File: src/hw/tdm_rate_pkg.sv
package tdm_rate_pkg;
  // Register offsets on the plain register port.
  localparam logic [7:0] OFFS_LOCAL_RATE   = 8'h00;
  localparam logic [7:0] OFFS_REDUCED_RATE = 8'h04;
  localparam logic [7:0] OFFS_STROBE_CTRL  = 8'h08;
  localparam logic [7:0] OFFS_SYNC_OFFSET  = 8'h0C;
  localparam logic [7:0] OFFS_TX_PINS      = 8'h10;
  localparam logic [7:0] OFFS_STATUS       = 8'h14;
  // Field positions.
  localparam int RATE_LSB     = 0;
  localparam int HALVE_BIT    = 4;
  localparam int SHARE_BIT    = 5;
  localparam int DIV_LSB      = 0;
  localparam int BUSRED_BIT   = 7;
  localparam int STRB_EN_BIT  = 0;
  localparam int STRB_DIR_BIT = 1;
  localparam int STAT_IDX_LSB = 8;
  localparam int STAT_SHR_BIT = 12;
  localparam int STAT_STB_BIT = 13;
  localparam int STAT_PER_LSB = 16;
  // Codes of the local rate field.
  localparam logic [2:0] RATE_X1   = 3'h0;
  localparam logic [2:0] RATE_DIV2 = 3'h1;
  localparam logic [2:0] RATE_DIV4 = 3'h2;
  localparam logic [2:0] RATE_DIVN = 3'h3;
  localparam logic [2:0] RATE_X2   = 3'h4;
  localparam logic [2:0] RATE_X4   = 3'h5;
  // Divisor limits and values after reset.
  localparam logic [5:0] DIV_MIN       = 6'h02;
  localparam logic [5:0] DIV_MAX       = 6'h20;
  localparam logic [5:0] DIV_RESET     = 6'h02;
  localparam logic [7:0] LOCAL_RESET   = 8'h00;
  localparam logic [1:0] STROBE_RESET  = 2'h0;
  localparam logic [4:0] OFFSET_RESET  = 5'h00;
  localparam logic [2:0] TRANSMIT_PIN_COUNT_RESET  = 3'h0;
endpackage

File: src/hw/edge_sync.sv
`timescale 1ns/1ps
// Three-stage synchroniser; the level changes once stages two and three agree.
module edge_sync (
  // Clock and reset.
  input  wire logic clk_in,
  input  wire logic arst_n_in,
  // Asynchronous input.
  input  wire logic async_in,
  // Filtered level and its edges.
  output logic      level_out,
  output logic      rise_out,
  output logic      fall_out
);
  logic [2:0] sync_ff;
  logic       lvl_ff;
  logic       agree;
  logic       nxt_lvl;

  // The first stage feeds only the second.
  assign agree   = sync_ff[1] == sync_ff[2];
  assign nxt_lvl = agree ? sync_ff[2] : lvl_ff;

  // Shift chain and held level.
  always_ff @(posedge clk_in or negedge arst_n_in) begin
    if (!arst_n_in) begin
      sync_ff <= 3'h0;
      lvl_ff  <= 1'b0;
    end else begin
      sync_ff <= {sync_ff[1:0], async_in};
      lvl_ff  <= nxt_lvl;
    end
  end

  assign level_out = lvl_ff;
  assign rise_out  = nxt_lvl & ~lvl_ff;
  assign fall_out  = ~nxt_lvl & lvl_ff;
endmodule

File: src/hw/frame_divider.sv
`timescale 1ns/1ps
// Modulo counter of superframes, advanced by a step and reloadable to zero.
module frame_divider #(
  parameter int W = 6
) (
  // Clock and reset.
  input  wire logic         clk_in,
  input  wire logic         arst_n_in,
  // Control.
  input  wire logic         step_in,
  input  wire logic         clear_in,
  input  wire logic [W-1:0] modulus_in,
  // Count.
  output logic [W-1:0]      count_out
);
  logic [W-1:0] cnt_ff;
  logic [W-1:0] inc;
  logic [W-1:0] nxt_cnt;

  // Wraps at the modulus; a modulus of zero or one holds the count at zero.
  assign inc     = cnt_ff + W'(1);
  assign nxt_cnt = (clear_in || inc >= modulus_in) ? '0 : inc;

  // Count only on a superframe step.
  always_ff @(posedge clk_in or negedge arst_n_in) begin
    if (!arst_n_in) begin
      cnt_ff <= '0;
    end else if (step_in) begin
      cnt_ff <= nxt_cnt;
    end
  end

  assign count_out = cnt_ff;
endmodule

File: src/hw/tdm_rate_adapter.sv
// Behaviour
// - Local TDM frame rate is one, two or four times the superframe rate.
// - Double rate with halving uses only receive channels zero and one upstream.
// - Double rate with halving repeats the two downstream slots across transmit channels.
// - Increased rate maps buffer entries to channels in plain sequence, no conversion.
// - Rate field divides superframe rate by two, four or the programmed divisor.
// - With bus reduction, bus slots are placed once every divisor superframes.
// - Slot sharing acts only in reduced-rate nodes with transmit disabled.
// - Enabled strobe marks the full-rate frame carrying new reduced-rate data.
// - Strobe direction bit makes the strobe pin an output or input.
// - Each node keeps its own reduced-rate counter; output strobe comes from it.
// - Input strobe is sampled on the active sync edge and resets the counter.
// - Local sync edge is shifted by a programmed whole number of superframes.
// - Division ratios run from two up to thirty-two.
// - Sharing multiplexes two-to-one at half rate, four-to-one lower, within one node.
// - Reduced-rate receive data may be forwarded upstream or downstream.
//
// Our own choices: the address map and the address-and-strobe port.
`timescale 1ns/1ps
module tdm_rate_adapter #(
  parameter int PER_W = 16
) (
  // Clock and reset.
  input  wire logic        clk_in,
  input  wire logic        arst_n_in,
  // Register port.
  input  wire logic [7:0]  reg_addr_in,
  input  wire logic [31:0] reg_wdata_in,
  input  wire logic        reg_wr_in,
  input  wire logic        reg_rd_in,
  output logic [31:0]      reg_rdata_out,
  // Link timing from outside the clock domain.
  input  wire logic        bclk_in,
  input  wire logic        sframe_sync_in,
  // Local TDM port.
  input  wire logic [5:0]  tdm_slots_in,
  input  wire logic [4:0]  chan_in,
  output logic             tdm_sync_out,
  output logic             rx_use_out,
  output logic [6:0]       rx_index_out,
  output logic [6:0]       tx_index_out,
  // Bus slot control.
  output logic             bus_slot_en_out,
  output logic             share_active_out,
  output logic [1:0]       share_phase_out,
  // Strobe pin.
  input  wire logic        strobe_in,
  output logic             strobe_out,
  output logic             strobe_oe_out
);
  // Configuration registers.
  logic [7:0]       local_rate_register_ff;
  logic [5:0]       reduced_rate_divisor_ff;
  logic             bus_reduction_bit_ff;
  logic [1:0]       strobe_control_register_ff;
  logic [4:0]       sync_offset_field_ff;
  logic [2:0]       transmit_pin_count_ff;
  logic [31:0]      rdata_ff;
  // Timing state.
  logic [PER_W-1:0] bclk_cnt_ff;
  logic [PER_W-1:0] period_ff;
  logic [1:0]       frame_idx_ff;
  logic             tdm_sync_ff;
  logic             strobe_ff;
  logic             bus_slot_ff;
  logic             rx_use_ff;
  logic [6:0]       rx_index_ff;
  logic [6:0]       tx_index_ff;
  // Synchronised link signals.
  logic             bclk_rise;
  logic             sf_rise;
  logic             strobe_lvl;

  // Divide ratio and rate decode.
  logic [2:0]       local_rate_field;
  logic [5:0]       div_eff;
  logic [5:0]       wr_div;
  logic             reduced;
  logic             halve;
  logic             share_active;
  logic             strobe_is_out;
  logic [5:0]       rr_cnt;
  logic [5:0]       nxt_rr_cnt;
  logic             rr_clear;
  logic             update_frame;
  logic [1:0]       phase;
  logic [1:0]       share_mask;
  logic             quarter_hit;
  logic [PER_W-1:0] q1;
  logic [PER_W-1:0] q2;
  logic [PER_W-1:0] q3;
  logic             strobe_enabled;
  logic             bus_reduced;
  logic             slot_in_frame;
  logic [31:0]      status_word;

  // Buffer entry of a channel in a given local frame, laid out in sequence.
  function automatic logic [6:0] entry_index(input logic [1:0] frame,
                                             input logic [5:0] per_frame,
                                             input logic [4:0] chan);
    logic [8:0] prod;
    prod = 9'(frame) * 9'(per_frame) + 9'(chan);
    return prod[6:0];
  endfunction

  // Clamp a written divisor into the supported ratio range.
  // Only the divisor field is looked at: the bus reduction bit shares the written word.
  function automatic logic [5:0] clamp_div(input logic [31:0] val);
    logic [5:0] res;
    res = val[tdm_rate_pkg::DIV_LSB +: 6];
    if (res > tdm_rate_pkg::DIV_MAX) begin
      res = tdm_rate_pkg::DIV_MAX;
    end else if (val[5:0] < tdm_rate_pkg::DIV_MIN) begin
      res = tdm_rate_pkg::DIV_MIN;
    end
    return res;
  endfunction

  // Link clock and superframe sync each pass three flip-flops.
  edge_sync u_bclk_sync (
    .clk_in    (clk_in),
    .arst_n_in (arst_n_in),
    .async_in  (bclk_in),
    .level_out (),
    .rise_out  (bclk_rise),
    .fall_out  ()
  );

  edge_sync u_sf_sync (
    .clk_in    (clk_in),
    .arst_n_in (arst_n_in),
    .async_in  (sframe_sync_in),
    .level_out (),
    .rise_out  (sf_rise),
    .fall_out  ()
  );

  edge_sync u_strobe_sync (
    .clk_in    (clk_in),
    .arst_n_in (arst_n_in),
    .async_in  (strobe_in),
    .level_out (strobe_lvl),
    .rise_out  (),
    .fall_out  ()
  );

  // Rate field decode into a superframe divide ratio.
  assign local_rate_field = local_rate_register_ff[tdm_rate_pkg::RATE_LSB +: 3];
  assign div_eff = (local_rate_field == tdm_rate_pkg::RATE_DIV2) ? 6'h02 :
                   (local_rate_field == tdm_rate_pkg::RATE_DIV4) ? 6'h04 :
                   (local_rate_field == tdm_rate_pkg::RATE_DIVN) ? reduced_rate_divisor_ff :
                   6'h01;
  assign reduced = div_eff > 6'h01;
  assign halve   = local_rate_register_ff[tdm_rate_pkg::HALVE_BIT] &&
                   local_rate_field == tdm_rate_pkg::RATE_X2;
  assign wr_div  = clamp_div(reg_wdata_in);

  // Sharing needs a reduced rate and no transmit pins.
  assign share_active = local_rate_register_ff[tdm_rate_pkg::SHARE_BIT] && reduced &&
                        transmit_pin_count_ff == 3'h0;
  assign share_mask   = (div_eff == 6'h02) ? 2'h1 : 2'h3;
  assign phase        = rr_cnt[1:0] & share_mask;

  // Bus reduction only thins out the bus slots of a node that runs at a reduced rate.
  // Software keeps it off while sharing, since a skipped slot would lose a shared word.
  assign bus_reduced  = bus_reduction_bit_ff && reduced;

  // Strobe direction and the input strobe seen at the superframe edge.
  // The input is taken as a level, since it stands across the superframe edge.
  assign strobe_enabled = strobe_control_register_ff[tdm_rate_pkg::STRB_EN_BIT];
  assign strobe_is_out  = strobe_control_register_ff[tdm_rate_pkg::STRB_DIR_BIT];
  assign rr_clear       = strobe_enabled && !strobe_is_out && strobe_lvl;

  // Reduced-rate superframe counter kept locally.
  frame_divider #(
    .W (6)
  ) u_rr_div (
    .clk_in     (clk_in),
    .arst_n_in  (arst_n_in),
    .step_in    (sf_rise),
    .clear_in   (rr_clear),
    .modulus_in (div_eff),
    .count_out  (rr_cnt)
  );

  // Counter value that the coming superframe will carry.
  // At a reduced rate an offset at or above the divide ratio never matches, so no local frame starts.
  assign nxt_rr_cnt   = (rr_clear || 6'(rr_cnt + 6'h01) >= div_eff) ? 6'h00 :
                        6'(rr_cnt + 6'h01);
  assign update_frame = !reduced || nxt_rr_cnt == 6'(sync_offset_field_ff);

  // Sub-frame points for increased rates, measured in bit clocks.
  // Until a full superframe has been measured the extra frame starts are missing.
  assign q2 = period_ff >> 1;
  assign q1 = period_ff >> 2;
  assign q3 = PER_W'(q1 + q2);
  assign quarter_hit = bclk_rise && (
                       (local_rate_field == tdm_rate_pkg::RATE_X2 && bclk_cnt_ff == q2) ||
                       (local_rate_field == tdm_rate_pkg::RATE_X4 &&
                        (bclk_cnt_ff == q1 || bclk_cnt_ff == q2 || bclk_cnt_ff == q3)));

  // Register writes; the divisor write is clamped.
  // A write to an unmapped address is dropped without effect.
  always_ff @(posedge clk_in or negedge arst_n_in) begin
    if (!arst_n_in) begin
      local_rate_register_ff     <= tdm_rate_pkg::LOCAL_RESET;
      reduced_rate_divisor_ff    <= tdm_rate_pkg::DIV_RESET;
      bus_reduction_bit_ff       <= 1'b0;
      strobe_control_register_ff <= tdm_rate_pkg::STROBE_RESET;
      sync_offset_field_ff       <= tdm_rate_pkg::OFFSET_RESET;
      transmit_pin_count_ff      <= tdm_rate_pkg::TRANSMIT_PIN_COUNT_RESET;
    end else if (reg_wr_in) begin
      case (reg_addr_in)
        tdm_rate_pkg::OFFS_LOCAL_RATE: begin
          local_rate_register_ff <= reg_wdata_in[7:0];
        end
        tdm_rate_pkg::OFFS_REDUCED_RATE: begin
          reduced_rate_divisor_ff <= wr_div;
          bus_reduction_bit_ff    <= reg_wdata_in[tdm_rate_pkg::BUSRED_BIT];
        end
        tdm_rate_pkg::OFFS_STROBE_CTRL: begin
          strobe_control_register_ff <= reg_wdata_in[1:0];
        end
        tdm_rate_pkg::OFFS_SYNC_OFFSET: begin
          sync_offset_field_ff <= reg_wdata_in[4:0];
        end
        tdm_rate_pkg::OFFS_TX_PINS: begin
          transmit_pin_count_ff <= reg_wdata_in[2:0];
        end
        default: begin
        end
      endcase
    end
  end

  // Status word: period, strobe, sharing, local frame index and reduced count.
  assign status_word = {period_ff, 2'h0, strobe_ff, share_active, 2'h0, frame_idx_ff,
                        2'h0, rr_cnt};

  // Register reads answer one cycle later; unmapped addresses read zero.
  // Read data falls back to zero after its one cycle, so nothing stale is seen later.
  always_ff @(posedge clk_in or negedge arst_n_in) begin
    if (!arst_n_in) begin
      rdata_ff <= 32'h0;
    end else if (reg_rd_in) begin
      case (reg_addr_in)
        tdm_rate_pkg::OFFS_LOCAL_RATE:   rdata_ff <= {24'h0, local_rate_register_ff};
        tdm_rate_pkg::OFFS_REDUCED_RATE: rdata_ff <= {24'h0, bus_reduction_bit_ff, 1'b0,
                                                      reduced_rate_divisor_ff};
        tdm_rate_pkg::OFFS_STROBE_CTRL:  rdata_ff <= {30'h0, strobe_control_register_ff};
        tdm_rate_pkg::OFFS_SYNC_OFFSET:  rdata_ff <= {27'h0, sync_offset_field_ff};
        tdm_rate_pkg::OFFS_TX_PINS:      rdata_ff <= {29'h0, transmit_pin_count_ff};
        tdm_rate_pkg::OFFS_STATUS:       rdata_ff <= status_word;
        default: rdata_ff <= 32'h0;
      endcase
    end else begin
      rdata_ff <= 32'h0;
    end
  end

  // Bit clocks per superframe, latched at each superframe edge.
  // A stopped link clock leaves the period at zero, and increased rates then add no frames.
  always_ff @(posedge clk_in or negedge arst_n_in) begin
    if (!arst_n_in) begin
      bclk_cnt_ff <= '0;
      period_ff   <= '0;
    end else if (sf_rise) begin
      // The superframe edge comes with a bit clock edge, which is the first bit counted.
      bclk_cnt_ff <= bclk_rise ? PER_W'(1) : PER_W'(0);
      period_ff   <= bclk_cnt_ff;
    end else if (bclk_rise) begin
      bclk_cnt_ff <= PER_W'(bclk_cnt_ff + PER_W'(1));
    end
  end

  // Local sync: extra frames at increased rate, shifted frames at reduced rate.
  // At a reduced rate only the superframe whose new count equals the offset starts a frame.
  always_ff @(posedge clk_in or negedge arst_n_in) begin
    if (!arst_n_in) begin
      tdm_sync_ff  <= 1'b0;
      frame_idx_ff <= 2'h0;
    end else if (sf_rise) begin
      tdm_sync_ff  <= update_frame;
      frame_idx_ff <= 2'h0;
    end else if (quarter_hit) begin
      tdm_sync_ff  <= 1'b1;
      frame_idx_ff <= 2'(frame_idx_ff + 2'h1);
    end else begin
      tdm_sync_ff  <= 1'b0;
    end
  end

  // Strobe output held for the whole superframe of new data; bus slot gating.
  // The strobe register runs in both directions; only the output enable lets it out.
  always_ff @(posedge clk_in or negedge arst_n_in) begin
    if (!arst_n_in) begin
      strobe_ff   <= 1'b0;
      bus_slot_ff <= 1'b1;
    end else if (sf_rise) begin
      strobe_ff   <= strobe_enabled && reduced && update_frame;
      bus_slot_ff <= !bus_reduced || nxt_rr_cnt == 6'h00;
    end
  end

  // A channel is in use while it lies inside the frame; all 32 slots must fit.
  assign slot_in_frame = {1'b0, chan_in} < tdm_slots_in;

  // Channel mapping into frame buffer entries.
  // Halving wins over sharing; they never meet, as one is increased and one reduced.
  always_ff @(posedge clk_in or negedge arst_n_in) begin
    if (!arst_n_in) begin
      rx_use_ff   <= 1'b0;
      rx_index_ff <= 7'h00;
      tx_index_ff <= 7'h00;
    end else if (halve) begin
      rx_use_ff   <= chan_in < 5'h02;
      rx_index_ff <= entry_index(frame_idx_ff, 6'h02, chan_in);
      tx_index_ff <= {6'h00, chan_in[0]};
    end else if (share_active) begin
      rx_use_ff   <= (chan_in[1:0] & share_mask) == phase;
      rx_index_ff <= (share_mask == 2'h1) ? {3'h0, chan_in[4:1]} : {4'h0, chan_in[4:2]};
      tx_index_ff <= 7'h00;
    end else begin
      rx_use_ff   <= slot_in_frame;
      rx_index_ff <= entry_index(frame_idx_ff, tdm_slots_in, chan_in);
      tx_index_ff <= entry_index(frame_idx_ff, tdm_slots_in, chan_in);
    end
  end

  // Outputs.
  assign reg_rdata_out    = rdata_ff;
  assign tdm_sync_out     = tdm_sync_ff;
  assign rx_use_out       = rx_use_ff;
  assign rx_index_out     = rx_index_ff;
  assign tx_index_out     = tx_index_ff;
  assign bus_slot_en_out  = bus_slot_ff;
  assign share_active_out = share_active;
  assign share_phase_out  = phase;
  assign strobe_out       = strobe_ff;
  assign strobe_oe_out    = strobe_enabled && strobe_is_out;
endmodule

File: config.mk
export PLATFORM = sky130hd
export DESIGN_NAME = tdm_rate_adapter
export DESIGN_NICKNAME = d
export VERILOG_FILES = /design/src/hw/tdm_rate_pkg.sv /design/src/hw/edge_sync.sv /design/src/hw/frame_divider.sv /design/src/hw/tdm_rate_adapter.sv
export SDC_FILE = /design/constraint.sdc
export NUM_CORES = 1
export LEC_CHECK = 0
export BUFFER_PORTS_ARGS = -buffer_cell sky130_fd_sc_hd__clkbuf_2
export CORE_UTILIZATION = 40
export DETAILED_ROUTE_END_ITERATION = 12
export MAX_ROUTING_LAYER = met4
export PLACE_DENSITY_LB_ADDON = 0.12
export SLEW_MARGIN = 0
export SYNTH_ARGS = -nofsm -noshare
export SYNTH_HDL_FRONTEND = slang
export SYNTH_SLANG_ARGS = --single-unit
File: constraint.sdc
create_clock -name clk_in -period 3.33 [get_ports clk_in]
set_clock_uncertainty 0.1 [all_clocks]
set_input_delay 0.333 -clock clk_in [delete_from_list [all_inputs] [get_ports clk_in]]
set_output_delay 0.333 -clock clk_in [all_outputs]
set_load 0.02 [all_outputs]
==> metrics.md <==
| Metric | Value |
|---|---|
| Outcome | `finished, final reports clean` |
| CP Capture Point | `frame_idx_ff[0]$_DFFE_PN0P_` |
| Post-synthesis async set-or-reset flop share | `1.000` |
| Initial detailed-routing violation count | `about 330` |
| Clock-pin slew of the registers on the worst-case setup and hold paths | `approximately 0.060 ns` |
| Die Height | `136.3 um` |
| Number of buffers added to fix hold violations after cts | `4` |
| Biggest area consumer among synthesized cells | `sky130_fd_sc_hd__dfrtp_1` |
| Worst setup EP type | `flip-flop` |
| Reg-to-reg slack, setup | `around 0.24 ns` |
| Worst ir drop on vdd | `between 0.3 and 0.4 mV` |
| Hold Vio Cnt, Final | `0` |
| Launching instance or port of the critical path | `period_ff[1]$_DFFE_PN0P_` |
| Accumulated negative setup slack | `0 ns` |
| Share of the clock period used by the worst path | `0.9265` |
| Number of H-tree levels | `4` |
| Reg2reg start | `period_ff[1]$_DFFE_PN0P_` |
| Highest cell delay on the worst timing path | `~0.48 ns` |
| Most common cell in the netlist | `sky130_fd_sc_hd__dfrtp_1` |
| I/O Buffers | `83` |
| Die boundary width | `136.3 um` |
| Clk Tree Root Cell | `sky130_fd_sc_hd__clkbuf_16` |
| Ratio of total power to cell area | `479.1 nW/um2` |
| Class of the tightest hold or removal check | `input port to flip-flop` |
| Count of maximum capacitance violations | `0` |
| Worst Setup Path Type | `flip-flop to flip-flop` |
| Number of top-level pins | `112` |
| Remaining max-slew budget at the tightest pin | `0.5960` |
| Number of placement rows | `48` |
| Layout Cell Area excl Fill | `8441 um2` |
| EDFF count, synth | `0` |
| Hpwl dp | `14000 um` |
| Commonest cells post-synth | `120 x sky130_fd_sc_hd__dfrtp_1, 117 x sky130_fd_sc_hd__nand2_1, 39 x sky130_fd_sc_hd__xor2_1, 37 x sky130_fd_sc_hd__nor2_1, 36 x sky130_fd_sc_hd__ha_1` |
| Maximum buffer depth of the clock tree | `2` |
| Number of buffers inserted to repair setup after CTS | `0` |
| All-layer global routing usage | `0.2234` |
| Cell count after synthesis | `755` |
| Antenna viol nets, final | `0` |
| Share of post-route cells with drive strength above 1 | `0.1948` |
| Post-Place Cell Area | `7824 um2` |
| Cts bufs inserted | `17` |
| First-pass DRT Iterations | `5` |
| Max FO, Critical Path | `4` |
| Yosys warns | `0` |
| Total number of vias | `5831` |
| Total of endpoints with negative setup slack in the final report | `0` |
| Yosys top cell area share | `0.4163` |
| Transition time at the pin with the least slew margin | `around 0.6 ns` |
| Sequential cell area fraction in the yosys report | `0.4236` |
| Count of clock tree sinks | `122` |
| Mean instance size in the synthesized netlist | `9.554 um2` |
| R2R depth | `10` |
| Flip-flop and latch count after synthesis | `around 120` |
| Placer's final routability congestion estimate | `about 0.84` |
| Average wire per cell in the routed design | `17.57 um` |
| Type of origin of the critical path | `flip-flop` |
| Largest net degree at the start of global routing | `36` |
| Maximum clock rate | `about 0.32 GHz` |
| Unrepaired setup endpoints after global routing | `no` |
| Floorplan die area | `approximately 19000 um2` |
| Clock tree from TritonCTS | `done` |
| Core region area | `17480 um2` |
| Count of inserted antenna diode cells | `0` |
| Library cell contributing the largest single delay on the critical path | `sky130_fd_sc_hd__nor4_2` |
| Lkg Pwr | `approximately 4.3 nW` |
| Initial Util | `0.4127` |
| Top FF cell, synth | `sky130_fd_sc_hd__dfrtp_1` |
| Synth area leaders | `sky130_fd_sc_hd__dfrtp_1 42%, sky130_fd_sc_hd__ha_1 6.2%, sky130_fd_sc_hd__nand2_1 6.1%` |
| Count of different cell masters after synthesis | `71` |
| Clock period minus final worst setup slack | `between 3 and 4 ns` |
| WP data required | `3.53 ns` |
| Global-route wire length before repair | `30420 um` |
| Cell Chain, Critical Path | `ha_1 -> fa_1 -> xor2_1 -> nor4_1 -> o211ai_1 -> a221oi_2 -> nand4_1 -> nor4_2 -> a21oi_1 -> mux2i_1` |
| Worst-skew pair later-pin latency | `about 0.42 ns` |
| Final routed wirelength across all metal layers | `between 15000 and 20000 um` |
| Synth Cell Area | `7213 um2` |
| Number of global-route vias before repair | `5720` |
| Hold Startpoint | `reg_wdata_in[6]` |
| Net count reported at finish | `935` |
| Global route total overflow | `0` |
| Antenna violations before repair | `0` |
| Via density per instance | `5.439` |
| Max-slew violations | `0` |
| Detailed-route DRC error count | `0` |
| Capturing point of the worst reg2reg path | `frame_idx_ff[0]$_DFFE_PN0P_` |
| P&R area growth vs syn | `17.02%` |
| CP arrival | `3.29 ns` |
| # resized after CTS | `0` |
==> metal layers <==
metal,global-route usage,share of wire,wire length (um)
met1,0.3050,0.48,9120
met2,0.3271,0.45,8407
met3,0.04139,0.048,901
met4,0.08519,0.022,410
met5,-,0,0
==> final cells by class <==
type                       instances  area (um2)
multi-input combinational        557        3829
clock buffer                      18       439.2
inverter                          34       127.6
clock inverter                    14       137.6
tap                              225       281.5
timing repair buffer             102       570.5
sequential                       122        3055
fill                            1668        9036
==> worst max-delay path: cells and delay by family, from the launching register on <==
family | cells | cell delay, ns
AND/OR/NAND/NOR | 3 | 0.89
adder cells (fa/ha/maj) | 2 | 0.70
AO/OA/AOI/OAI | 3 | 0.55
flip-flops | 1 | 0.42
XOR/XNOR | 1 | 0.15
multiplexers | 1 | 0.15
==> metrics by stage <==
step	hold WS, ns	power (mW)	worst slack (ns)	utilization	std cells
after detailed placement	0.2089	2.267	0.2634	0.4477	1036
after CTS	0.02706	4.094	0.2510	0.4830	1072
final	0.04371	4.044	0.2449	0.4830	1072
after global placement	0.2007	2.256	0.3093	0.4477	1036
after floorplan	-0.06259	2.064	0.5804	-	758
after global routing	0.04683	4.231	0.05645	0.4830	1072
==> power breakdown <==
part / internal (mW) / total, mW / switching [mW]
combinational: 0.241 / 0.583 / 0.342
clock: 1.06 / 1.81 / 0.742
sequential: 1.55 / 1.66 / 0.101
==> sequential cells by signal (all words and copies together) (netlist names), 5 cells and up <==
signal                   cells
local_rate_register_ff       8
period_ff                   16
u_rr_div.count_out           6
reduced_rate_divisor_ff      6
sync_offset_field_ff         5
bclk_cnt_ff                 16
reg_rdata_out               28
tx_index_out                 6
rx_index_out                 7
==> placed cells by master, fill, tap and decap left out, drive strengths merged, types with 4 or more instances in the layout <==
cell         instances
a211o                4
a21o                 8
a21oi               35
a22oi                7
a31oi                7
and2                 4
and3                31
buf                 16
clkbuf             100
clkinv               4
conb                 4
dfrtp              120
dlygate4sd3          4
fa                   7
ha                  36
inv                 40
mux2                17
nand2              117
nand2b              11
nand3               25
nand3b               4
nand4               12
nor2                37
nor3                11
nor4                10
o21ai               32
o21bai               6
xnor2               34
xor2                40
==> cell families (layout without fill, tap and decap cells) <==
logic type      count (synthesis)  after routing  synth area share
flops                         122            122            0.4236
other cells                     1              4         0.0005199
mux                            22             22           0.03695
simple gates                  283            283            0.1957
xor+xnor                       74             74           0.09089
buf+inv                        79            168           0.04718
fa+ha+maj                      46             46           0.08604
compound gates                128            128            0.1192
==> worst min-delay path by stage <==
stage	to	slack [ns]	cells past startpoint
finish	local_rate_register_ff[6]$_DFFE_PN0P_	0.04	2
global route	local_rate_register_ff[6]$_DFFE_PN0P_	0.05	2
CTS	local_rate_register_ff[6]$_DFFE_PN0P_	0.03	2
detailed placement	period_ff[15]$_DFFE_PN0P_	0.21	1
global placement	reg_rdata_out[13]$_DFF_PN0_	0.20	1
floorplan	bclk_cnt_ff[0]$_DFFE_PN0P_	-0.06	0
Power figures use the tool's default switching activity.
